==> src/verilog/page_decoder_pkg.sv <==
// Constants and carrier types for the program page decoder
package page_decoder_pkg;

  // ----------------------------------------------------------------
  // Address widths
  // ----------------------------------------------------------------
  localparam int PC_W    = 12;               // Logical program counter
  localparam int PHYS_W  = 13;               // Four 2K pages
  localparam int PAGE_W  = 2;                // Page select field
  localparam int OFS_W   = 11;               // Offset inside a page
  localparam int DADDR_W = 8;                // Data space address
  localparam int STACK_DEPTH = 6;            // Return stack levels
  localparam int STACK_PTR_W = 3;

  // ----------------------------------------------------------------
  // Fixed addresses and pages
  // ----------------------------------------------------------------
  localparam logic [DADDR_W-1:0] PAGE_SEL_ADDR = 8'hCA;
  localparam logic [PAGE_W-1:0]  SHARED_PAGE   = 2'h1;
  localparam logic [PC_W-1:0]    RESET_VEC     = 12'hFFE;
  localparam logic [PC_W-1:0]    NMI_VEC       = 12'hFFC;
  localparam logic [PC_W-1:0]    IRQ_VEC_BASE  = 12'hFF0;
  localparam logic [PC_W-1:0]    IRQ_VEC_LAST  = 12'hFF7;
  localparam logic [PAGE_W-1:0]  PAGE_SEL_RST  = 2'h0;
  localparam logic [PC_W-1:0]    PC_RST        = 12'h000;
  localparam logic [STACK_PTR_W-1:0] SP_RST    = 3'h0;

  // ----------------------------------------------------------------
  // Carrier types
  // ----------------------------------------------------------------
  typedef struct packed {
    logic               wr;                  // Data space write strobe
    logic [DADDR_W-1:0] addr;
    logic [7:0]         data;
  } data_wr_s;

  typedef struct packed {
    logic              push;
    logic              pop;
    logic [PC_W-1:0]   ret_addr;
  } stack_req_s;

  typedef struct packed {
    logic [PHYS_W-1:0] phys_addr;
    logic [PAGE_W-1:0] page;
    logic              upper_half;
  } fetch_map_s;

endpackage

==> src/verilog/program_page_decoder.sv <==
// Program space page decoder with return stack, NMI edge and reset
`timescale 1ns/1ps

module program_page_decoder (
  input  wire logic                               mclk_in,
  input  wire logic                               rst_in,
  input  wire logic                               reset_n_in,
  input  wire logic                               nmi_n_in,
  input  wire logic                               nmi_ack_in,
  input  wire page_decoder_pkg::data_wr_s         data_wr_in,
  input  wire logic                               pc_load_in,
  input  wire logic [page_decoder_pkg::PC_W-1:0]  pc_value_in,
  input  wire logic                               pc_inc_in,
  input  wire logic                               vec_irq_in,
  input  wire logic [1:0]                         vec_irq_sel_in,
  input  wire logic                               vec_nmi_in,
  input  wire page_decoder_pkg::stack_req_s       stack_req_in,
  output logic                                    core_reset_out,
  output logic                                    nmi_pending_out,
  output logic [page_decoder_pkg::PC_W-1:0]       program_counter_out,
  output page_decoder_pkg::fetch_map_s            fetch_out,
  output logic [page_decoder_pkg::PC_W-1:0]       vector_addr_out,
  output logic [page_decoder_pkg::PC_W-1:0]       stack_top_out,
  output logic                                    stack_full_out,
  output logic                                    stack_empty_out
);

  // ----------------------------------------------------------------
  // State
  // ----------------------------------------------------------------
  // Restart, one vector fetch cycle, then normal run
  typedef enum logic [1:0] {ST_RESET, ST_VECTOR, ST_RUN} run_state_e;

  // Short local names for package widths and depth
  localparam int PC_W   = page_decoder_pkg::PC_W;
  localparam int DEPTH  = page_decoder_pkg::STACK_DEPTH;
  localparam int SPW    = page_decoder_pkg::STACK_PTR_W;
  localparam int PAGE_W = page_decoder_pkg::PAGE_W;

  // Registered state and the next value of each
  run_state_e                state_q;
  run_state_e                state_d;
  logic [PC_W-1:0]           program_counter_q;
  logic [PC_W-1:0]           program_counter_d;
  logic [PAGE_W-1:0]         program_page_select_q;
  logic [PAGE_W-1:0]         program_page_select_d;
  logic                      nmi_prev_q;
  logic                      nmi_prev_d;
  logic                      nmi_pending_q;
  logic                      nmi_pending_d;
  logic [PC_W-1:0]           stack_q [DEPTH];
  logic [PC_W-1:0]           stack_d [DEPTH];
  logic [SPW-1:0]            sp_q;
  logic [SPW-1:0]            sp_d;
  logic [PC_W-1:0]           vector_addr_q;
  page_decoder_pkg::fetch_map_s fetch_q;
  page_decoder_pkg::fetch_map_s fetch_d;

  // Decoded strobes and selections
  logic                      nmi_fall;
  logic                      sel_wr;
  logic                      do_push;
  logic                      do_pop;
  logic [PC_W-1:0]           vec_sel;

  // ----------------------------------------------------------------
  // Reset sequencing and program counter
  // ----------------------------------------------------------------
  // Vector address chosen for the next vector fetch
  always_comb begin
    if (vec_nmi_in) begin
      vec_sel = page_decoder_pkg::NMI_VEC;
    end else if (vec_irq_in) begin
      vec_sel = page_decoder_pkg::IRQ_VEC_BASE
              + {9'h000, vec_irq_sel_in, 1'b0};
    end else begin
      vec_sel = page_decoder_pkg::RESET_VEC;
    end
  end

  // Reset pin low holds the core in restart
  always_comb begin
    state_d           = state_q;
    program_counter_d = program_counter_q;
    if (!reset_n_in) begin
      state_d           = ST_RESET;
      program_counter_d = page_decoder_pkg::RESET_VEC;
    end else begin
      unique case (state_q)
        ST_RESET: begin
          state_d           = ST_VECTOR;
          program_counter_d = page_decoder_pkg::RESET_VEC;
        end
        ST_VECTOR: begin
          state_d = ST_RUN;
        end
        ST_RUN: begin
          if (vec_nmi_in || vec_irq_in) begin
            program_counter_d = vec_sel;
          end else if (pc_load_in) begin
            program_counter_d = pc_value_in;
          end else if (pc_inc_in) begin
            program_counter_d = program_counter_q + 12'h001;
          end
        end
      endcase
    end
  end

  // Run state and program counter registers
  always_ff @(posedge mclk_in or posedge rst_in) begin
    if (rst_in) begin
      state_q           <= ST_RESET;
      program_counter_q <= page_decoder_pkg::PC_RST;
    end else begin
      state_q           <= state_d;
      program_counter_q <= program_counter_d;
    end
  end

  // Vector address register, follows the request of each edge
  always_ff @(posedge mclk_in or posedge rst_in) begin
    if (rst_in) begin
      vector_addr_q <= page_decoder_pkg::RESET_VEC;
    end else begin
      vector_addr_q <= vec_sel;
    end
  end

  // ----------------------------------------------------------------
  // Page select register
  // ----------------------------------------------------------------
  // Write-only: data writes to CAh load the low two bits
  assign sel_wr = data_wr_in.wr
               && (data_wr_in.addr == page_decoder_pkg::PAGE_SEL_ADDR);

  // Untouched by calls, interrupts and the reset pin
  always_comb begin
    program_page_select_d = program_page_select_q;
    if (sel_wr) begin
      program_page_select_d = data_wr_in.data[PAGE_W-1:0];
    end
  end

  // Reset value is PAGE_SEL_RST, page 0; software must write before use
  always_ff @(posedge mclk_in or posedge rst_in) begin
    if (rst_in) begin
      program_page_select_q <= page_decoder_pkg::PAGE_SEL_RST;
    end else begin
      program_page_select_q <= program_page_select_d;
    end
  end

  // ----------------------------------------------------------------
  // Fetch address mapping
  // ----------------------------------------------------------------
  // Upper half to the shared page, lower half to the chosen page;
  // built from next values so the registered map never lags the PC
  always_comb begin
    fetch_d.upper_half = program_counter_d[PC_W-1];
    if (program_counter_d[PC_W-1]) begin
      fetch_d.page = page_decoder_pkg::SHARED_PAGE;
    end else begin
      fetch_d.page = program_page_select_d;
    end
    // Page 1 in the lower half reaches the same shared storage
    fetch_d.phys_addr = {fetch_d.page,
                         program_counter_d[PC_W-2:0]};
  end

  // Map register; reset value is the map of the reset counter
  always_ff @(posedge mclk_in or posedge rst_in) begin
    if (rst_in) begin
      fetch_q.upper_half <= page_decoder_pkg::PC_RST[PC_W-1];
      fetch_q.page       <= page_decoder_pkg::PAGE_SEL_RST;
      fetch_q.phys_addr  <= {page_decoder_pkg::PAGE_SEL_RST,
                             page_decoder_pkg::PC_RST[PC_W-2:0]};
    end else begin
      fetch_q <= fetch_d;
    end
  end

  // ----------------------------------------------------------------
  // NMI falling edge capture
  // ----------------------------------------------------------------
  assign nmi_fall = nmi_prev_q && !nmi_n_in;

  // Edge sets pending; a new edge beats a same-cycle acknowledge
  always_comb begin
    nmi_prev_d    = nmi_n_in;
    nmi_pending_d = nmi_pending_q;
    if (nmi_ack_in) begin
      nmi_pending_d = 1'b0;
    end
    if (nmi_fall) begin
      nmi_pending_d = 1'b1;
    end
    if (!reset_n_in) begin
      nmi_pending_d = 1'b0;
    end
  end

  // Pin history idles high so reset gives no false edge
  always_ff @(posedge mclk_in or posedge rst_in) begin
    if (rst_in) begin
      nmi_prev_q    <= 1'b1;
      nmi_pending_q <= 1'b0;
    end else begin
      nmi_prev_q    <= nmi_prev_d;
      nmi_pending_q <= nmi_pending_d;
    end
  end

  // ----------------------------------------------------------------
  // Return stack
  // ----------------------------------------------------------------
  // Push on full drops oldest entry by shifting; pop on empty ignored
  assign do_push = stack_req_in.push && !stack_req_in.pop;
  assign do_pop  = stack_req_in.pop && !stack_req_in.push && (sp_q != 3'h0);

  // Shift entries down on push, up on pop
  always_comb begin
    sp_d = sp_q;
    for (int i = 0; i < DEPTH; i++) begin
      stack_d[i] = stack_q[i];
    end
    if (do_push) begin
      for (int i = DEPTH - 1; i > 0; i--) begin
        stack_d[i] = stack_q[i-1];
      end
      stack_d[0] = stack_req_in.ret_addr;
      if (sp_q != 3'(DEPTH)) begin
        sp_d = sp_q + 3'h1;
      end
    end else if (do_pop) begin
      for (int i = 0; i < DEPTH - 1; i++) begin
        stack_d[i] = stack_q[i+1];
      end
      stack_d[DEPTH-1] = page_decoder_pkg::PC_RST;
      sp_d = sp_q - 3'h1;
    end
    if (!reset_n_in) begin
      sp_d = page_decoder_pkg::SP_RST;
    end
  end

  // Stack entry and pointer registers
  always_ff @(posedge mclk_in or posedge rst_in) begin
    if (rst_in) begin
      sp_q <= page_decoder_pkg::SP_RST;
      for (int i = 0; i < DEPTH; i++) begin
        stack_q[i] <= page_decoder_pkg::PC_RST;
      end
    end else begin
      sp_q <= sp_d;
      for (int i = 0; i < DEPTH; i++) begin
        stack_q[i] <= stack_d[i];
      end
    end
  end

  // ----------------------------------------------------------------
  // Outputs
  // ----------------------------------------------------------------
  // Data outputs straight from registers, flags decoded
  assign core_reset_out      = (state_q == ST_RESET);
  assign nmi_pending_out     = nmi_pending_q;
  assign program_counter_out = program_counter_q;
  assign fetch_out           = fetch_q;
  assign vector_addr_out     = vector_addr_q;
  assign stack_top_out       = stack_q[0];
  assign stack_full_out      = (sp_q == 3'(DEPTH));
  assign stack_empty_out     = (sp_q == 3'h0);

endmodule // program_page_decoder

==> config.mk <==
export PLATFORM = sky130hd
export DESIGN_NAME = program_page_decoder
export DESIGN_NICKNAME = d
export VERILOG_FILES = /design/src/verilog/page_decoder_pkg.sv /design/src/verilog/program_page_decoder.sv
export SDC_FILE = /design/constraint.sdc
export NUM_CORES = 1
export LEC_CHECK = 0
export BUFFER_PORTS_ARGS = -buffer_cell sky130_fd_sc_hd__buf_4
export CORE_ASPECT_RATIO = 1.5
export CORE_MARGIN = 3
export CORE_UTILIZATION = 30
export CTS_BUF_LIST = sky130_fd_sc_hd__clkbuf_8
export DETAILED_ROUTE_END_ITERATION = 8
export HOLD_SLACK_MARGIN = 0.12
export PLACE_DENSITY_LB_ADDON = 0.15
export SLEW_MARGIN = 5
export SYNTH_ARGS = -nofsm -noshare
export SYNTH_HDL_FRONTEND = slang
export SYNTH_SLANG_ARGS = --single-unit
export TNS_END_PERCENT = 50
==> constraint.sdc <==
create_clock -name mclk_in -period 4.6 [get_ports mclk_in]
set_input_delay 0.23 -clock mclk_in [delete_from_list [all_inputs] [get_ports mclk_in]]
set_output_delay 0.23 -clock mclk_in [all_outputs]
set_load 0.01 [all_outputs]
==> flow_summary.ini <==
[layout]
syn_to_final_growth_pct = 19.89
postLayoutCoreUtil_pct = 36.94
drive_gt1_share_pct = 22.28
finalNetCount = 639
instances_no_fill = 794
diodes = 0
design_area_mm2 = 0.006033

[synthesis]
synth_ff_type = dfrtp_1
synth_top_area_share_pct = 46.74
syn_area_mm2 = 0.005032
synthDistinctLibCells = 55
synth-xor-area-share_pct = 0.5221
synth_top_family_by_area = simple AND/OR/NAND/NOR gates
synth_edf_count = 0
synthCells = 513
synth.yosys.seq_area_share_pct = 48.83
synthMuxAreaShare_pct = 10.79
synth-async-reset-ratio_pct = 100.0
synth_common_cells = nand2_1 (108), dfrtp_1 (94), o21ai_0 (61)
synth_most_common_cell = nand2_1
syn_area_per_cell_um2 = 9.810
yosys_register_bits = 98
synthSimpleGateAreaFrac_pct = 14.94
yosysWarnings = 0
synth-compound-area-share_pct = 14.59
synth_fa_ha_area_share_pct = 0.6464
synth.top_cells.by_area = dfrtp_1 (47%), mux2i_1 (10%), nand2_1 (8.1%), o21ai_0 (6.1%), buf_4 (5.4%)
synth_top_cell_by_area = dfrtp_1

[power]
power_density_mw_per_mm2 = 394.5
seqPwrFrac_pct = 52.5
power_frac_comb_pct = 21.1
clock_power_share_pct = 26.4
leakagePower_nw = 2.609
cellInternalPower_w = 0.001642
vdd_drop_max_uv = 190.0
switching_power_w = 0.0007382
swShare_pct = 31.01

[sta]
finalSetupViolCount = 0
fin_skew_ns = 0.01128
drv_slew = 0
rsz0062_at_grt = no
max_freq_ghz = 0.4859
period_needed_ns = 2.058
relSlewSlack_pct = 29.17
hold_slack_ns = 0.1515
hold_violations = 0
min_period_over_period_pct = 44.74
tightest_slew_ns = 1.062
setup_tns_ns = 0

[route]
num_vias = 3770
routed_wirelength_um = 10820
vias_per_cell = 4.748
drt_iter0_drc = 188
antenna_left = 0
first_pass_iters = 4
drc = 0
detail_route.wl_per_cell_um = 13.62

[global_routing]
grt_overflow = 0
grt_max_degree = 122
track_usage_pct = 12.11
antenna_found_initial = 0
grt_pass1_vias = 3787
grt_first_pass_wirelength_um = 18460

[placement]
hpwl_um = 7055
placed_area_mm2 = 0.005615
place_inst = 758
gp_congestion = 0.7901
portBuffers = 94

[clock_tree]
numCtsBuffers = 9
clock_sinks = 98
htree_levels = 3
hold_buffers = 20
cts_tree = yes
clkTransAtPathRegs_ns = 0.09
ctsResizeCount = 0
cts_root_buf = clkbuf_8
clockBufferDepth = 2
cts_setup_buffers = 0
clk_latency_ns = 0.37

[die]
fp-row-count = 57
die_h_um = 164.6
fp.dieW_um = 111.8
start_util_pct = 30.81
coreArea_mm2 = 0.01633
ios = 110
die_area_mm2 = 0.01840

[setup_path]
path_class = reg2reg
cp.arrival_ns = 2.27
cp_max_fo = 72
worstPathRequired_ns = 4.81
endpoint_kind = flip-flop
rrSetupSlack_ns = 2.54
startpoint_type = flip-flop

[worst_hold_path]
hp-class = in2reg

[outcome]
status = finished clean

[flow_run]
drv_cap = 0
==> worst max-delay path, stage by stage (launching register included) <==
cell and delay [ns]:
dfrtp_1 0.42, o31a_1 0.20, and2_4 0.84, mux2i_1 0.28, o21ai_0 0.09
==> power groups by stage <==
stage / Sequential [W] / Clock [W] / Combinational (W)
5_1_grt: 0.00129 / 0.000691 / 0.000584
2_1_floorplan: 0.00122 / 0 / 0.000402
6_report: 0.00125 / 0.000627 / 0.000502
3_3_place_gp: 0.00125 / 0 / 0.000483
4_1_cts: 0.00125 / 0.000662 / 0.000514
3_5_place_dp: 0.00127 / 0 / 0.000499
==> through the flow <==
stage | setup WS [ns] | power [W]
finish | 2.542 | 0.002380
global route | 2.318 | 0.002564
CTS | 2.514 | 0.002428
detailed placement | 2.092 | 0.001769
global placement | 2.148 | 0.001737
floorplan | 1.815 | 0.001620
==> state kept, by name, summed over array words and instances (netlist names) <==
register / flops
state_q: 2
stack_top_out: 12
program_page_select_q: 2
sp_q: 3
nmi_pending_out: 1
vector_addr_out: 3
stack_q: 60
nmi_prev_q: 1
fetch_out: 14
==> kinds of logic after synthesis <==
| group | after synthesis |
|---|---|
| xor gates and xnor gates | 3 |
| AOI/OAI and AO/OA | 120 |
| buffers and inverters | 77 |
| other | 2 |
| DFF | 98 |
| muxes | 54 |
| adders and majority gates | 2 |
| and+or+nand+nor | 157 |
==> cell usage in the layout, fill, tap and decap left out, types with 4 or more instances in the layout <==
cell type / instances
o31a_1: 4
and2_1: 4
o21ai_0: 61
a22oi_1: 12
nand3_1: 5
nor2_1: 7
dfstp_2: 4
dfrtp_1: 94
o211ai_1: 4
conb_1: 9
a21oi_1: 13
buf_4: 97
mux2i_1: 52
inv_1: 11
dlygate4sd3_1: 20
nand2_1: 108
nor2b_1: 4
clkbuf_8: 9
nand2b_1: 5
==> final timing paths <==
check                      cells after the start                startpoint                        to
hold reg to reg                                1  program_page_select_q[0]  program_page_select_q[0]
max in group asynchronous                      4                    rst_in               stack_q[24]
setup / recovery                               4                   sp_q[1]               stack_q[36]
hold / removal                                 2                reset_n_in              fetch_out[5]
min in group asynchronous                      3                    rst_in              fetch_out[2]
setup reg to reg                               4                   sp_q[1]               stack_q[36]
==> cell type report <==
class	instances	area (µm²)
clock buffer	9	123.9
clock inverter	7	93.84
fill	1664	10300
inverter	12	47.55
multi-input combinational	345	2125
sequential	98	2457
tap	206	257.7
timing repair buffer	117	928.4
==> layer usage <==
metal	wire length, µm	vias to the layer above	global-route usage, %
li1	-	1863	-
met1	4904	1799	15.48
met2	5274	95	20.22
met3	470	13	2.053
met4	167	0	5.202
met5	0	-	0
(Power assumes the default switching activity.)
